===== config.mk =====
export PLATFORM = sky130hd
export DESIGN_NAME = gpio_expander
export DESIGN_NICKNAME = d
export VERILOG_FILES = /design/src/rtl/gpio_expander_pkg.sv /design/src/rtl/gpio_expander.sv
export SDC_FILE = /design/constraint.sdc
export NUM_CORES = 1
export LEC_CHECK = 0
export BUFFER_PORTS_ARGS = -buffer_cell sky130_fd_sc_hd__buf_2
export CAP_MARGIN = 20
export CORE_MARGIN = 2
export CORE_UTILIZATION = 56
export CTS_BUF_LIST = sky130_fd_sc_hd__clkbuf_8
export DETAILED_ROUTE_END_ITERATION = 12
export PLACE_DENSITY = 0.78
export SYNTH_ARGS = -nofsm -noshare
export SYNTH_HDL_FRONTEND = slang
export SYNTH_SLANG_ARGS = --single-unit

===== constraint.sdc =====
create_clock -name pclk -period 6.6 [get_ports pclk]
set_clock_uncertainty 0.15 [all_clocks]
set_input_delay 0.33 -clock pclk [delete_from_list [all_inputs] [get_ports pclk]]
set_output_delay 0.33 -clock pclk [all_outputs]
set_load 0.02 [all_outputs]

===== src/rtl/gpio_expander_pkg.sv =====
// Constants, register map and state codes for the two-wire sixteen-bit I/O expander
package gpio_expander_pkg;

  // ----------------------------------------
  // Timing
  // ----------------------------------------
  localparam int CLK_PERIOD_NS = 10;
  localparam int SPIKE_NS = 50;
  // Least time, rounded up to whole cycles
  localparam int FILT_CYC = (SPIKE_NS + CLK_PERIOD_NS - 1) / CLK_PERIOD_NS;

  // ----------------------------------------
  // APB register byte offsets
  // ----------------------------------------
  localparam logic [7:0] OFF_INPUT = 8'h00;
  localparam logic [7:0] OFF_OUTPUT = 8'h04;
  localparam logic [7:0] OFF_POLARITY = 8'h08;
  localparam logic [7:0] OFF_DIRECTION = 8'h0C;
  localparam logic [7:0] OFF_IRQ_STATUS = 8'h10;
  localparam logic [7:0] OFF_IRQ_MASK = 8'h14;
  localparam logic [7:0] OFF_CTRL = 8'h18;
  localparam logic [7:0] OFF_STATUS = 8'h1C;

  // ----------------------------------------
  // Reset values
  // ----------------------------------------
  localparam logic [15:0] OUTPUT_RST = 16'hFFFF;
  localparam logic [15:0] POLARITY_RST = 16'h0000;
  localparam logic [15:0] DIRECTION_RST = 16'hFFFF;
  localparam logic [2:0] IRQ_MASK_RST = 3'h0;
  localparam logic CTRL_BUS_ONLY_RST = 1'b0;
  // Arbitrary upper bits of the target address, not tied to any product
  localparam logic [4:0] BUS_ADDR_HI = 5'h0A;

  // ----------------------------------------
  // Field positions
  // ----------------------------------------
  localparam int IRQ_CHANGE = 0;
  localparam int IRQ_WRITE = 1;
  localparam int IRQ_BUSRST = 2;
  localparam int CTRL_BUS_ONLY = 0;
  localparam int STAT_BUSY = 0;
  localparam int STAT_CHANGE = 1;
  localparam int STAT_ASEL = 16;

  // ----------------------------------------
  // Command byte: upper bits pick register, bit 0 picks port
  // ----------------------------------------
  localparam logic [1:0] CMD_INPUT = 2'h0;
  localparam logic [1:0] CMD_OUTPUT = 2'h1;
  localparam logic [1:0] CMD_POLARITY = 2'h2;
  localparam logic [1:0] CMD_DIRECTION = 2'h3;

  // ----------------------------------------
  // Synchroniser bit positions and reset value
  // ----------------------------------------
  localparam int SYNC_W = 21;
  localparam int SY_SDA = 16;
  localparam int SY_SCL = 17;
  localparam int SY_A0 = 18;
  localparam int SY_A1 = 19;
  localparam int SY_RST = 20;
  localparam logic [20:0] SYNC_RST = 21'h130000;

  // ----------------------------------------
  // Serial target states
  // ----------------------------------------
  typedef enum logic [4:0] {
    ST_IDLE = 5'b00001,
    ST_RX = 5'b00010,
    ST_ACK = 5'b00100,
    ST_TX = 5'b01000,
    ST_RACK = 5'b10000
  } tgt_state_t;

endpackage : gpio_expander_pkg


===== src/rtl/gpio_expander.sv =====
// Sixteen-bit I/O expander: two-wire target, APB register view, interrupt logic
//
// Contract
// - Two 8-bit ports, each with direction, input, output and polarity registers.
// - Each line is input or output per its own master-written direction bit.
// - Input register holds sampled inputs; output pins driven from output register.
// - Set polarity bit inverts that line's input value as read back.
// - Every register, direction, output and polarity included, is readable.
// - Open-drain low interrupt while any input differs from latched input register.
// - Power-up loads all registers with defaults and initialises bus machine.
// - Reset input is active low; needs external pull-up when undriven.
// - Full-reset variant: low reset holds registers and bus machine at defaults.
// - Bus-only variant: low reset restarts bus machine, keeps registers and lines.
// - Two address-select pins alter the fixed target address; four devices share.
// - After reset all sixteen lines are inputs.
// - Bus works at any clock rate up to the maximum; master stays below it.
// - Serial clock and data inputs are noise filtered before the bus machine.
// - Lines do not glitch at power-up; stay inputs until configured.
//
// Design decisions made here: the register addresses and the APB interface to the registers.
`timescale 1ns/1ns
module gpio_expander (
  input wire logic pclk,
  input wire logic presetn,
  input wire logic psel,
  input wire logic penable,
  input wire logic pwrite,
  input wire logic [7:0] paddr,
  input wire logic [31:0] pwdata,
  output logic [31:0] prdata,
  output logic pready,
  output logic pslverr,
  input wire logic scl_i,
  input wire logic sda_i,
  output logic sda_o,
  output logic sda_oe,
  input wire logic addr_select_bit0,
  input wire logic addr_select_bit1,
  input wire logic bus_reset_n,
  input wire logic [15:0] gpio_i,
  output logic [15:0] gpio_o,
  output logic [15:0] gpio_oe,
  output logic change_int_n_o,
  output logic change_int_n_oe,
  output logic irq
);

  // ----------------------------------------
  // Functions
  // ----------------------------------------
  // Replace one byte of a port pair
  function automatic logic [15:0] put_byte(input logic [15:0] v, input logic hi,
                                           input logic [7:0] b);
    logic [15:0] r;
    r = v;
    if (hi) begin
      r[15:8] = b;
    end else begin
      r[7:0] = b;
    end
    return r;
  endfunction : put_byte

  function automatic logic [7:0] get_byte(input logic [15:0] v, input logic hi);
    return hi ? v[15:8] : v[7:0];
  endfunction : get_byte

  // ----------------------------------------
  // Declarations
  // ----------------------------------------
  logic [20:0] sync1_r, sync2_r, sync3_r, held_r;
  logic [1:0] filt_r;
  logic [2:0] filt_cnt_r [2];
  logic scl_d_r, sda_d_r;
  logic scl_f, sda_f, scl_rise, scl_fall, start_cond, stop_cond;
  logic bus_rst, reg_rst;
  gpio_expander_pkg::tgt_state_t state_r;
  logic [7:0] shift_r;
  logic [3:0] bitcnt_r;
  logic is_addr_r, got_cmd_r, rw_r, nack_r;
  logic [2:0] cmd_r;
  logic [6:0] my_addr;
  logic i2c_wr, i2c_rd_in;
  logic [15:0] out_r, pol_r, dir_r, in_r;
  logic [15:0] in_view, pins;
  logic change, change_d_r;
  logic [2:0] irq_sts_r, irq_mask_r, irq_ev;
  logic bus_only_r;
  logic apb_setup, apb_wr, apb_rd, apb_hit;
  logic [31:0] rd_val;
  logic rd_hi;

  assign pins = held_r[15:0];
  assign scl_f = filt_r[1];
  assign sda_f = filt_r[0];

  // ----------------------------------------
  // Input synchronisers
  // ----------------------------------------
  // Three stages; a change is accepted once stages two and three agree
  always_ff @(posedge pclk or negedge presetn) begin
    if (!presetn) begin
      sync1_r <= gpio_expander_pkg::SYNC_RST;
      sync2_r <= gpio_expander_pkg::SYNC_RST;
      sync3_r <= gpio_expander_pkg::SYNC_RST;
    end else begin
      sync1_r <= {bus_reset_n, addr_select_bit1, addr_select_bit0, scl_i, sda_i, gpio_i};
      sync2_r <= sync1_r;
      sync3_r <= sync2_r;
    end
  end

  always_ff @(posedge pclk or negedge presetn) begin
    if (!presetn) begin
      held_r <= gpio_expander_pkg::SYNC_RST;
    end else begin
      held_r <= (sync2_r & sync3_r) | (held_r & (sync2_r ^ sync3_r));
    end
  end

  // Spike filter: a level must hold a few cycles before the bus machine sees it
  always_ff @(posedge pclk or negedge presetn) begin
    if (!presetn) begin
      filt_r <= 2'h3;
      filt_cnt_r[0] <= 3'h0;
      filt_cnt_r[1] <= 3'h0;
    end else begin
      for (int i = 0; i < 2; i++) begin
        if (held_r[gpio_expander_pkg::SY_SDA + i] == filt_r[i]) begin
          filt_cnt_r[i] <= 3'h0;
        end else if (filt_cnt_r[i] == 3'(gpio_expander_pkg::FILT_CYC - 1)) begin
          filt_r[i] <= held_r[gpio_expander_pkg::SY_SDA + i];
          filt_cnt_r[i] <= 3'h0;
        end else begin
          filt_cnt_r[i] <= filt_cnt_r[i] + 3'h1;
        end
      end
    end
  end

  // Edge and condition detection on the filtered lines
  always_ff @(posedge pclk or negedge presetn) begin
    if (!presetn) begin
      scl_d_r <= 1'b1;
      sda_d_r <= 1'b1;
    end else begin
      scl_d_r <= scl_f;
      sda_d_r <= sda_f;
    end
  end

  assign scl_rise = scl_f & ~scl_d_r;
  assign scl_fall = ~scl_f & scl_d_r;
  assign start_cond = scl_f & scl_d_r & sda_d_r & ~sda_f;
  assign stop_cond = scl_f & scl_d_r & ~sda_d_r & sda_f;

  // ----------------------------------------
  // Reset pin handling
  // ----------------------------------------
  // Pin is active low; bus machine always restarts, registers only in full variant
  assign bus_rst = ~held_r[gpio_expander_pkg::SY_RST];
  assign reg_rst = bus_rst & ~bus_only_r;

  // Address pins fill the two low bits of the fixed address
  assign my_addr = {gpio_expander_pkg::BUS_ADDR_HI, held_r[gpio_expander_pkg::SY_A1],
                    held_r[gpio_expander_pkg::SY_A0]};

  // ----------------------------------------
  // Serial target state machine
  // ----------------------------------------
  // Works only from observed edges, so any clock rate up to the limit is fine
  always_ff @(posedge pclk or negedge presetn) begin
    if (!presetn) begin
      state_r <= gpio_expander_pkg::ST_IDLE;
      shift_r <= 8'h00;
      bitcnt_r <= 4'h0;
      is_addr_r <= 1'b0;
      got_cmd_r <= 1'b0;
      rw_r <= 1'b0;
      nack_r <= 1'b0;
      cmd_r <= 3'h0;
    end else if (bus_rst) begin
      state_r <= gpio_expander_pkg::ST_IDLE;
      bitcnt_r <= 4'h0;
      got_cmd_r <= 1'b0;
    end else if (start_cond) begin
      state_r <= gpio_expander_pkg::ST_RX;
      bitcnt_r <= 4'h0;
      is_addr_r <= 1'b1;
      got_cmd_r <= 1'b0;
    end else if (stop_cond) begin
      state_r <= gpio_expander_pkg::ST_IDLE;
    end else begin
      unique case (state_r)
        gpio_expander_pkg::ST_IDLE: begin
          bitcnt_r <= 4'h0;
        end
        gpio_expander_pkg::ST_RX: begin
          if (scl_rise && bitcnt_r != 4'h8) begin
            shift_r <= {shift_r[6:0], sda_f};
            bitcnt_r <= bitcnt_r + 4'h1;
          end else if (scl_fall && bitcnt_r == 4'h8) begin
            if (is_addr_r) begin
              if (shift_r[7:1] == my_addr) begin
                rw_r <= shift_r[0];
                state_r <= gpio_expander_pkg::ST_ACK;
              end else begin
                state_r <= gpio_expander_pkg::ST_IDLE; // Not for us
              end
            end else if (!got_cmd_r) begin
              cmd_r <= shift_r[2:0];
              got_cmd_r <= 1'b1;
              state_r <= gpio_expander_pkg::ST_ACK;
            end else begin
              cmd_r <= {cmd_r[2:1], ~cmd_r[0]}; // Steps within the port pair
              state_r <= gpio_expander_pkg::ST_ACK;
            end
          end
        end
        gpio_expander_pkg::ST_ACK: begin
          if (scl_fall) begin
            bitcnt_r <= 4'h0;
            is_addr_r <= 1'b0;
            if (rw_r && is_addr_r) begin
              shift_r <= rd_val[7:0];
              state_r <= gpio_expander_pkg::ST_TX;
            end else begin
              state_r <= gpio_expander_pkg::ST_RX;
            end
          end
        end
        gpio_expander_pkg::ST_TX: begin
          if (scl_fall) begin
            if (bitcnt_r == 4'h7) begin
              state_r <= gpio_expander_pkg::ST_RACK;
            end else begin
              shift_r <= {shift_r[6:0], 1'b0};
              bitcnt_r <= bitcnt_r + 4'h1;
            end
          end
        end
        gpio_expander_pkg::ST_RACK: begin
          if (scl_rise) begin
            nack_r <= sda_f;
          end else if (scl_fall) begin
            if (nack_r) begin
              state_r <= gpio_expander_pkg::ST_IDLE;
            end else begin
              cmd_r <= {cmd_r[2:1], ~cmd_r[0]};
              shift_r <= rd_val[7:0];
              bitcnt_r <= 4'h0;
              state_r <= gpio_expander_pkg::ST_TX;
            end
          end
        end
      endcase
    end
  end

  // Byte strobes from the serial side; read data is the commanded port's byte, then the other port's after each ack
  assign i2c_wr = (state_r == gpio_expander_pkg::ST_RX) && scl_fall && bitcnt_r == 4'h8 &&
                  !is_addr_r && got_cmd_r && !bus_rst && !start_cond && !stop_cond;
  assign i2c_rd_in = ((state_r == gpio_expander_pkg::ST_ACK && rw_r && is_addr_r) ||
                      (state_r == gpio_expander_pkg::ST_RACK && !nack_r)) && scl_fall &&
                     cmd_r[2:1] == gpio_expander_pkg::CMD_INPUT && !bus_rst;

  // Open drain: pull low for ack and for zero data bits
  always_comb begin
    sda_o = 1'b0;
    sda_oe = 1'b0;
    if (state_r == gpio_expander_pkg::ST_ACK) begin
      sda_oe = 1'b1;
    end else if (state_r == gpio_expander_pkg::ST_TX) begin
      sda_oe = ~shift_r[7];
    end
  end

  // ----------------------------------------
  // General purpose registers
  // ----------------------------------------
  // APB write lands after the serial one, so it wins a same-cycle clash
  always_ff @(posedge pclk or negedge presetn) begin
    if (!presetn) begin
      dir_r <= gpio_expander_pkg::DIRECTION_RST;
    end else if (reg_rst) begin
      dir_r <= gpio_expander_pkg::DIRECTION_RST;
    end else begin
      if (i2c_wr && cmd_r[2:1] == gpio_expander_pkg::CMD_DIRECTION) begin
        dir_r <= put_byte(dir_r, cmd_r[0], shift_r);
      end
      if (apb_wr && paddr == gpio_expander_pkg::OFF_DIRECTION) begin
        dir_r <= pwdata[15:0];
      end
    end
  end

  always_ff @(posedge pclk or negedge presetn) begin
    if (!presetn) begin
      out_r <= gpio_expander_pkg::OUTPUT_RST;
    end else if (reg_rst) begin
      out_r <= gpio_expander_pkg::OUTPUT_RST;
    end else begin
      if (i2c_wr && cmd_r[2:1] == gpio_expander_pkg::CMD_OUTPUT) begin
        out_r <= put_byte(out_r, cmd_r[0], shift_r);
      end
      if (apb_wr && paddr == gpio_expander_pkg::OFF_OUTPUT) begin
        out_r <= pwdata[15:0];
      end
    end
  end

  always_ff @(posedge pclk or negedge presetn) begin
    if (!presetn) begin
      pol_r <= gpio_expander_pkg::POLARITY_RST;
    end else if (reg_rst) begin
      pol_r <= gpio_expander_pkg::POLARITY_RST;
    end else begin
      if (i2c_wr && cmd_r[2:1] == gpio_expander_pkg::CMD_POLARITY) begin
        pol_r <= put_byte(pol_r, cmd_r[0], shift_r);
      end
      if (apb_wr && paddr == gpio_expander_pkg::OFF_POLARITY) begin
        pol_r <= pwdata[15:0];
      end
    end
  end

  // Input register latches the pins whenever it is read
  always_ff @(posedge pclk or negedge presetn) begin
    if (!presetn) begin
      in_r <= 16'h0000;
    end else if (reg_rst) begin
      in_r <= pins;
    end else if (i2c_rd_in || (apb_rd && paddr == gpio_expander_pkg::OFF_INPUT)) begin
      in_r <= pins;
    end
  end

  assign in_view = in_r ^ pol_r;

  // Direction bit one means input; no drive until configured
  assign gpio_oe = ~dir_r;
  assign gpio_o = out_r;

  // ----------------------------------------
  // Read value for the serial register view
  // ----------------------------------------
  always_comb begin
    rd_val = 32'h00000000;
    rd_hi = cmd_r[0] ^ (state_r == gpio_expander_pkg::ST_RACK); // Next port after an ack
    if (state_r == gpio_expander_pkg::ST_ACK || state_r == gpio_expander_pkg::ST_RACK) begin
      unique case (cmd_r[2:1])
        gpio_expander_pkg::CMD_INPUT: rd_val[7:0] = get_byte(pins ^ pol_r, rd_hi);
        gpio_expander_pkg::CMD_OUTPUT: rd_val[7:0] = get_byte(out_r, rd_hi);
        gpio_expander_pkg::CMD_POLARITY: rd_val[7:0] = get_byte(pol_r, rd_hi);
        gpio_expander_pkg::CMD_DIRECTION: rd_val[7:0] = get_byte(dir_r, rd_hi);
      endcase
    end
  end

  // ----------------------------------------
  // Change detect and interrupts
  // ----------------------------------------
  // Only lines set as inputs can raise the change flag
  assign change = |((pins ^ in_r) & dir_r);
  assign change_int_n_o = 1'b0;
  assign change_int_n_oe = change;

  always_ff @(posedge pclk or negedge presetn) begin
    if (!presetn) begin
      change_d_r <= 1'b0;
    end else begin
      change_d_r <= change;
    end
  end

  always_comb begin
    irq_ev = 3'h0;
    irq_ev[gpio_expander_pkg::IRQ_CHANGE] = change & ~change_d_r;
    irq_ev[gpio_expander_pkg::IRQ_WRITE] = i2c_wr;
    irq_ev[gpio_expander_pkg::IRQ_BUSRST] = bus_rst;
  end

  // Sticky status: a new event beats a same-cycle write-one clear
  always_ff @(posedge pclk or negedge presetn) begin
    if (!presetn) begin
      irq_sts_r <= 3'h0;
    end else if (apb_wr && paddr == gpio_expander_pkg::OFF_IRQ_STATUS) begin
      irq_sts_r <= (irq_sts_r & ~pwdata[2:0]) | irq_ev;
    end else begin
      irq_sts_r <= irq_sts_r | irq_ev;
    end
  end

  // Mask and variant select survive the reset pin; only power-on clears them
  always_ff @(posedge pclk or negedge presetn) begin
    if (!presetn) begin
      irq_mask_r <= gpio_expander_pkg::IRQ_MASK_RST;
      bus_only_r <= gpio_expander_pkg::CTRL_BUS_ONLY_RST;
    end else if (apb_wr) begin
      if (paddr == gpio_expander_pkg::OFF_IRQ_MASK) begin
        irq_mask_r <= pwdata[2:0];
      end
      if (paddr == gpio_expander_pkg::OFF_CTRL) begin
        bus_only_r <= pwdata[gpio_expander_pkg::CTRL_BUS_ONLY];
      end
    end
  end

  assign irq = |(irq_sts_r & irq_mask_r);

  // ----------------------------------------
  // APB slave
  // ----------------------------------------
  // Zero wait states: read data is captured in the setup cycle
  assign apb_setup = psel & ~penable;
  assign apb_wr = psel & penable & pwrite & apb_hit;
  assign apb_rd = psel & penable & ~pwrite & apb_hit;
  assign apb_hit = paddr[7:5] == 3'h0 && paddr[1:0] == 2'h0;
  assign pready = 1'b1;
  assign pslverr = psel & penable & ~apb_hit;

  always_ff @(posedge pclk or negedge presetn) begin
    if (!presetn) begin
      prdata <= 32'h00000000;
    end else if (apb_setup) begin
      prdata <= 32'h00000000;
      unique case (paddr)
        gpio_expander_pkg::OFF_INPUT: prdata[15:0] <= pins ^ pol_r;
        gpio_expander_pkg::OFF_OUTPUT: prdata[15:0] <= out_r;
        gpio_expander_pkg::OFF_POLARITY: prdata[15:0] <= pol_r;
        gpio_expander_pkg::OFF_DIRECTION: prdata[15:0] <= dir_r;
        gpio_expander_pkg::OFF_IRQ_STATUS: prdata[2:0] <= irq_sts_r;
        gpio_expander_pkg::OFF_IRQ_MASK: prdata[2:0] <= irq_mask_r;
        gpio_expander_pkg::OFF_CTRL: prdata[gpio_expander_pkg::CTRL_BUS_ONLY] <= bus_only_r;
        gpio_expander_pkg::OFF_STATUS: begin
          prdata[gpio_expander_pkg::STAT_BUSY] <= state_r != gpio_expander_pkg::ST_IDLE;
          prdata[gpio_expander_pkg::STAT_CHANGE] <= change;
          prdata[gpio_expander_pkg::STAT_ASEL +: 2] <= my_addr[1:0];
        end
        default: prdata <= 32'h00000000;
      endcase
    end
  end

endmodule : gpio_expander


==> results of run 1 <==
[through the flow]
step                      std cells   util  power [mW]
after floorplan                 973      -        1.89
after global placement         1252  0.605        2.08
after detailed placement       1252  0.605        2.10
after CTS                      1354  0.665        3.27
after global routing           1355  0.666        3.41
final                          1355  0.666        3.26
[power by group]
group | total [mW] | internal, mW | switching (mW)
Combinational | 0.528 | 0.216 | 0.313
Sequential | 1.58 | 1.44 | 0.144
Clock | 1.15 | 0.633 | 0.520
[flip-flops by register name, summed over array words and instances (netlist names), 2 cells and up]
name	count
sync2_r	21
irq_sts_r	3
state_r	5
filt_r	2
pol_r	16
in_r	16
irq_mask_r	3
filt_cnt_r	6
prdata	18
cmd_r	3
dir_r	16
sync3_r	21
sync1_r	21
gpio_o	16
shift_r	8
bitcnt_r	4
held_r	21
[worst register-to-register path, cell delays in order, from the launching register on]
cell,delay (ns)
dfrtp_1,0.41
inv_1,0.06
ha_1,0.18
and3b_1,0.22
o311a_1,0.33
a2111oi_4,0.44
and4bb_2,0.57
mux2_2,0.39
[how the worst max path moves through the flow]
stage	from	to	slack [ns]	depth (start not counted)
after floorplan	bitcnt_r[0]	shift_r[7]	4.19	7
after CTS	held_r[2]	change_int_n_oe	3.49	6
after global routing	held_r[2]	change_int_n_oe	3.33	6
after detailed placement	paddr[4]	in_r[7]	3.53	7
final	held_r[2]	change_int_n_oe	3.33	6
after global placement	paddr[4]	in_r[10]	3.55	7
[kinds of logic after synthesis]
| kind of cell | count (synthesis) | synth area share |
|---|---|---|
| compound gates | 295 | 0.195 |
| xor+xnor | 37 | 0.0317 |
| fa+ha+maj | 27 | 0.0330 |
| buf+inv | 106 | 0.0496 |
| flops | 208 | 0.514 |
| mux | 54 | 0.0603 |
| other cells | 2 | 0.000734 |
| simple gates | 229 | 0.115 |
[layer usage]
layer | global-route usage | up-vias | wire length, microns
met5 | 0 | - | 12
met4 | 0.148 | 2 | 1400
met3 | 0.0711 | 112 | 2560
met2 | 0.463 | 444 | 13000
met1 | 0.392 | 4117 | 11400
li1 | - | 3760 | -
[placed cells by master, fill, tap and decap left out, types with 31 or more instances in the layout]
cell type / count
clkbuf_8: 44
buf_2: 102
mux2_2: 31
a22oi_1: 36
dfstp_2: 49
inv_1: 49
dfrtp_1: 159
nor2_1: 44
dlygate4sd3_1: 36
nand2_1: 85
o21ai_0: 92
[layout make-up]
class	instances	share of cell area
sequential	208	0.440
multi-input combinational	659	0.378
timing repair buffer	158	0.0875
clock buffer	43	0.0495
tap	229	0.0239
inverter	35	0.0110
clock inverter	23	0.0104
==> flow_metrics.py, run 1 <==
metrics = {
    "run_status": {
        "status": "complete, no violations",
    },
    "clocking": {
        "cts-htree-levels": 2,
        "clk-insertion-delay-late_ns": 0.54,
        "clock_sink_count": 208,
        "ctsHoldBuffers": 36,
        "cts_tree": "yes",
        "cts-buffers-inserted": 36,
        "post_cts.repair.setup_buffers": 0,
        "clockBufferDepth": 3,
        "cts-root-buf": "clkbuf_8",
        "clk_transition_reported_paths_ns": 0.06,
        "ctsResizeCount": 0,
    },
    "yosys": {
        "seq_area_frac_synth": 0.514,
        "synth_largest_area_cell": "dfrtp_1",
        "netlist_area_before_placement_sq_um": 10200,
        "yosysWarningCount": 0,
        "synth_enable_flop_cells": 0,
        "yosysMostFrequentCell": "dfrtp_1",
        "yosys_register_bits": 208,
        "ys_top_cells_by_count": "dfrtp_1, o21ai_0, nand2_1",
        "synth.avg_cell_area_sq_um": 10.7,
        "syn-instance-count": 958,
        "share_of_synthesized_registers_carrying_an_async_set_or_reset": 1.00,
        "yosys-top-cells-area": "dfrtp_1, dfstp_2, o21ai_0",
        "synthFlopType": "dfrtp_1",
        "netlist.area_leader.share": 0.389,
        "synth_cell_type_count": 77,
    },
    "global_route": {
        "grt_first_pass_wirelength_microns": 45000,
        "antenna_violations_before_repair": 1,
        "vias_in_the_first_global_route": 8312,
        "grt_start_max_net_pins": 133,
        "grt_use_total": 0.297,
        "global_route.overflow_total": 0,
    },
    "critical_path": {
        "reg2regPathDepth": 7,
        "cp_data_arrival_time_ns": 2.79,
        "worstPathBufferInverterCount": 2,
        "critical_path.slowest_cell": "a221oi_1",
        "crit-reg2reg-capture": "shift_r[7]",
        "setup.worst_path.class": "reg2out",
        "ff2ff_setup_slack_ns": 3.75,
        "critical_path_peak_fanout": 6,
        "critical_path.reg2reg.startpoint": "bitcnt_r[0]",
        "worst_setup_path_start_kind": "flip-flop",
        "cpLargestDelayFamily": "compound AO/OA/AOI/OAI gates",
        "crit_path_cell_trace": "xnor2_1 > o22ai_1 > a221oi_1 > and3_1 > inv_1 > buf_2",
        "cpPeakStageDelay_ns": 0.68,
        "crit_path_end_kind": "output port",
        "critPathRequiredTime_ns": 6.12,
    },
    "timing": {
        "postLayoutSetupSlackWorst_ns": 3.33,
        "layout_min_cycle_time_ns": 3.27,
        "post-route-period-util": 0.496,
        "timing_max_transition_violations_final": 0,
        "timing.final.hold_violations": 0,
        "setup_violations": 0,
        "rsz0062_at_grt": "false",
        "hold_slack_ns": 0.0147,
        "max_clock_freq_mhz": 306,
        "totalNegativeSetupSlack_ns": 0,
        "max_slew_margin": 0.287,
        "worstMarginPinSlew_ns": 1.07,
    },
    "placement": {
        "placement.io_buffers": 103,
        "dp_slack_ns": 3.53,
        "dpl-instance-area_sq_um": 10900,
        "place.gp.congestion": 0.963,
        "place.detailed.hpwl_microns": 18700,
    },
    "worst_hold_path": {
        "worstHoldPathType": "in2reg",
        "holdPathStages": 3,
        "min-delay-start": "pwdata[1]",
        "timing.hold.worst_endpoint": "dir_r[1]",
    },
    "run": {
        "drv_cap": 0,
    },
    "floorplan": {
        "chipHeight_microns": 139,
        "coreArea_sq_um": 18000,
        "dieWidth_microns": 139,
        "boundaryPins": 137,
        "fp-row-count": 49,
        "die_area_sq_um": 19400,
        "initial_core_utilization": 0.570,
    },
    "route": {
        "detail_route.drc_violations": 0,
        "route.vias.total": 8435,
        "drt_pre_antenna_iters": 6,
        "drt_iter0_drc": 865,
        "routedWlPerCell_microns": 20.9,
        "detail-route-antenna-nets": 0,
        "vias_per_cell": 6.23,
        "wirelength_microns": 28400,
    },
    "final_layout": {
        "synthToLayoutAreaGrowth_pct": 16.9,
        "fill_count": 1419,
        "final_area_sq_um": 12000,
        "multiInputGateArea_sq_um": 4520,
        "final_net_count": 1191,
        "sequential_cell_area_sq_um": 5270,
        "antennaDiodeCount": 0,
        "post_route_cells_drive_above_1_share": 0.242,
    },
    "power": {
        "leakage_nw": 5.33,
        "power.density_nw_per_um2": 273,
        "irDropWorstVdd_mv": 0.214,
    },
}
Note: power is estimated with default switching activity, not from simulation.
==> run 2: changes to the inputs <==
--- a/config.mk
+++ b/config.mk
@@ -5,13 +5,14 @@
 export SDC_FILE = /design/constraint.sdc
 export NUM_CORES = 1
 export LEC_CHECK = 0
+export ABC_AREA = 1
 export BUFFER_PORTS_ARGS = -buffer_cell sky130_fd_sc_hd__buf_2
 export CAP_MARGIN = 20
 export CORE_MARGIN = 2
-export CORE_UTILIZATION = 56
+export CORE_UTILIZATION = 55
 export CTS_BUF_LIST = sky130_fd_sc_hd__clkbuf_8
 export DETAILED_ROUTE_END_ITERATION = 12
-export PLACE_DENSITY = 0.78
+export PLACE_DENSITY = 0.79
 export SYNTH_ARGS = -nofsm -noshare
 export SYNTH_HDL_FRONTEND = slang
 export SYNTH_SLANG_ARGS = --single-unit
==> constraint.sdc (replaced) <==
create_clock -name pclk -period 3 [get_ports pclk]
set_clock_uncertainty 0.15 [all_clocks]
set_input_delay 0.15 -clock pclk [delete_from_list [all_inputs] [get_ports pclk]]
set_output_delay 0.15 -clock pclk [all_outputs]
set_load 0.02 [all_outputs]
==> flow_metrics.py, run 2 <==
metrics = {
    "yosys": {
        "synth_cell_type_count": 45,
        "post_synth_fa_ha_maj_area_fraction": 0.0312,
        "main_combinational_cell_family_by_area_after_synthesis": "simple AND/OR/NAND/NOR gates",
        "synth_largest_area_cell": "dfrtp_1",
        "synth.avg_cell_area_sq_um": 7.91,
        "yosysMostFrequentCell": "nand2_1",
        "synthFlopType": "dfrtp_1",
        "netlist_area_before_placement_sq_um": 10800,
        "share_of_synthesized_registers_carrying_an_async_set_or_reset": 1.00,
        "synth_enable_flop_cells": 0,
        "ys_top_cells_by_count": "nand2_1, dfrtp_1, inv_1",
        "synth.area.mux_share": 0,
        "syn-instance-count": 1369,
        "seq_area_frac_synth": 0.486,
        "synth_simple_gate_area_share": 0.289,
        "yosys_register_bits": 208,
        "synth_compound_gate_area_share": 0.0908,
        "yosys-top-cells-area": "dfrtp_1, nand2_1, dfstp_2",
        "synthXorXnorAreaFrac": 0.0178,
        "yosysWarningCount": 0,
        "netlist.area_leader.share": 0.367,
    },
    "worst_hold_path": {
        "timing.hold.worst_endpoint": "irq_sts_r[0]",
        "min-delay-start": "pwrite",
        "holdPathStages": 6,
        "worstHoldPathType": "in2reg",
    },
    "route": {
        "drt_iter0_drc": 1025,
        "route.vias.total": 9836,
        "detail_route.drc_violations": 0,
        "drt_pre_antenna_iters": 6,
        "wirelength_microns": 31300,
        "vias_per_cell": 5.38,
        "detail-route-antenna-nets": 0,
        "routedWlPerCell_microns": 17.2,
    },
    "clocking": {
        "clk-insertion-delay-late_ns": 0.53,
        "clock_sink_count": 208,
        "cts-htree-levels": 2,
        "cts-buffers-inserted": 34,
        "clk_transition_reported_paths_ns": 0.06,
        "clockBufferDepth": 3,
        "cts_tree": "yes",
        "ctsResizeCount": 0,
        "cts-root-buf": "clkbuf_8",
    },
    "global_route": {
        "global_route.overflow_total": 0,
        "antenna_violations_before_repair": 0,
        "grt_use_total": 0.305,
        "vias_in_the_first_global_route": 9037,
        "grt_first_pass_wirelength_microns": 48500,
        "grt_start_max_net_pins": 92,
    },
    "run": {
        "drv_cap": 0,
    },
    "floorplan": {
        "dieWidth_microns": 144,
        "coreArea_sq_um": 19400,
        "chipHeight_microns": 144,
        "boundaryPins": 137,
        "initial_core_utilization": 0.558,
        "die_area_sq_um": 20800,
        "fp-row-count": 51,
    },
    "critical_path": {
        "critical_path.reg2reg.startpoint": "state_r[1]",
        "reg2regPathDepth": 9,
        "setup.worst_path.class": "reg2reg",
        "critical_path_peak_fanout": 16,
        "worst_setup_path_start_kind": "flip-flop",
        "critPathRequiredTime_ns": 3.30,
        "crit-reg2reg-capture": "shift_r[6]",
        "cp_data_arrival_time_ns": 2.77,
        "crit_path_end_kind": "flip-flop",
        "ff2ff_setup_slack_ns": 0.53,
    },
    "timing": {
        "max_slew_margin": 0.514,
        "post-route-period-util": 0.824,
        "timing.final.hold_violations": 0,
        "setup_violations": 0,
        "hold_slack_ns": 0.0238,
        "layout_min_cycle_time_ns": 2.47,
        "worstMarginPinSlew_ns": 0.730,
        "postLayoutSetupSlackWorst_ns": 0.527,
        "rsz0062_at_grt": "false",
        "timing_max_transition_violations_final": 0,
        "max_clock_freq_mhz": 404,
        "totalNegativeSetupSlack_ns": 0,
    },
    "placement": {
        "placement.io_buffers": 103,
        "dp_slack_ns": 0.305,
        "place.gp.congestion": 1.02,
        "dpl-instance-area_sq_um": 11600,
        "inst_count_dp": 1723,
        "place.detailed.hpwl_microns": 23500,
    },
    "power": {
        "irDropWorstVdd_mv": 0.319,
        "total_power_mw": 6.99,
        "power.density_nw_per_um2": 549,
        "leakage_nw": 6.74,
    },
    "final_layout": {
        "final_net_count": 1630,
        "postLayoutCoreUtil": 0.656,
        "layout_commonest_cell": "nand2_1",
        "final_area_sq_um": 12700,
        "final-instance-count-excl-fill": 1827,
        "antennaDiodeCount": 0,
        "post_route_cells_drive_above_1_share": 0.169,
        "final_cell_mix": "nand2_1, inv_1, dfrtp_1",
        "synthToLayoutAreaGrowth_pct": 17.6,
    },
    "run_status": {
        "status": "complete, no violations",
    },
}
run 2: metal layers:
metal | vias up | global-route usage | part of all wire
met5 | - | 0 | 0
met2 | 528 | 0.459 | 0.43
li1 | 4700 | - | -
met1 | 4535 | 0.432 | 0.43
met3 | 73 | 0.0652 | 0.098
met4 | 0 | 0.125 | 0.037
run 2: power breakdown:
group | total (mW) | switching, mW | internal, mW
combinational | 1.20 | 0.752 | 0.446
sequential | 3.36 | 0.306 | 3.05
clock | 2.44 | 1.12 | 1.32
total | 6.99 | 2.17 | 4.82
run 2: layout make-up:
| class | instances | area [sq um] |
|---|---|---|
| clock buffers | 44 | 606 |
| multi-input cells | 965 | 4710 |
| repair buffers | 165 | 1130 |
| well taps | 265 | 332 |
| fillers | 1694 | 6660 |
| inverters | 163 | 613 |
| flip-flops and latches | 208 | 5270 |
| clock inverters | 17 | 78.8 |
run 2: worst max path at each step:
| stage | from | end | slack [ns] |
|---|---|---|---|
| finish | state_r[1] | shift_r[6] | 0.53 |
| CTS | held_r[20] | pol_r[9] | 0.29 |
| global route | penable | prdata[1] | 0.37 |
| global placement | bus_only_r | pol_r[5] | 0.32 |
| floorplan | bitcnt_r[0] | dir_r[10] | 1.13 |
| detailed placement | bus_only_r | pol_r[1] | 0.30 |
run 2: timing repair:
item	CTS	global route
hold buffers	42	0
setup buffers	0	0
hold endpoints to repair	171	0
endpoints found under the setup margin	0	0
run 2: cell families (layout without fill, tap and decap cells):
group	after synthesis	after routing
simple gates	730	730
buf+inv	211	389
flops	208	208
compound gates	169	169
fa+ha+maj	27	27
xor+xnor	22	22
other cells	2	17
run 2: worst max-delay path, cell delays in order (launching register included):
cell and delay [ns]:
dfrtp_1 0.43, nor2_4 0.25, nand3_2 0.26, nand2_1 0.12
nand2_1 0.42, nor2_1 0.24, nor2_1 0.09, nand2_1 0.09
nand2_1 0.14, a21oi_1 0.18
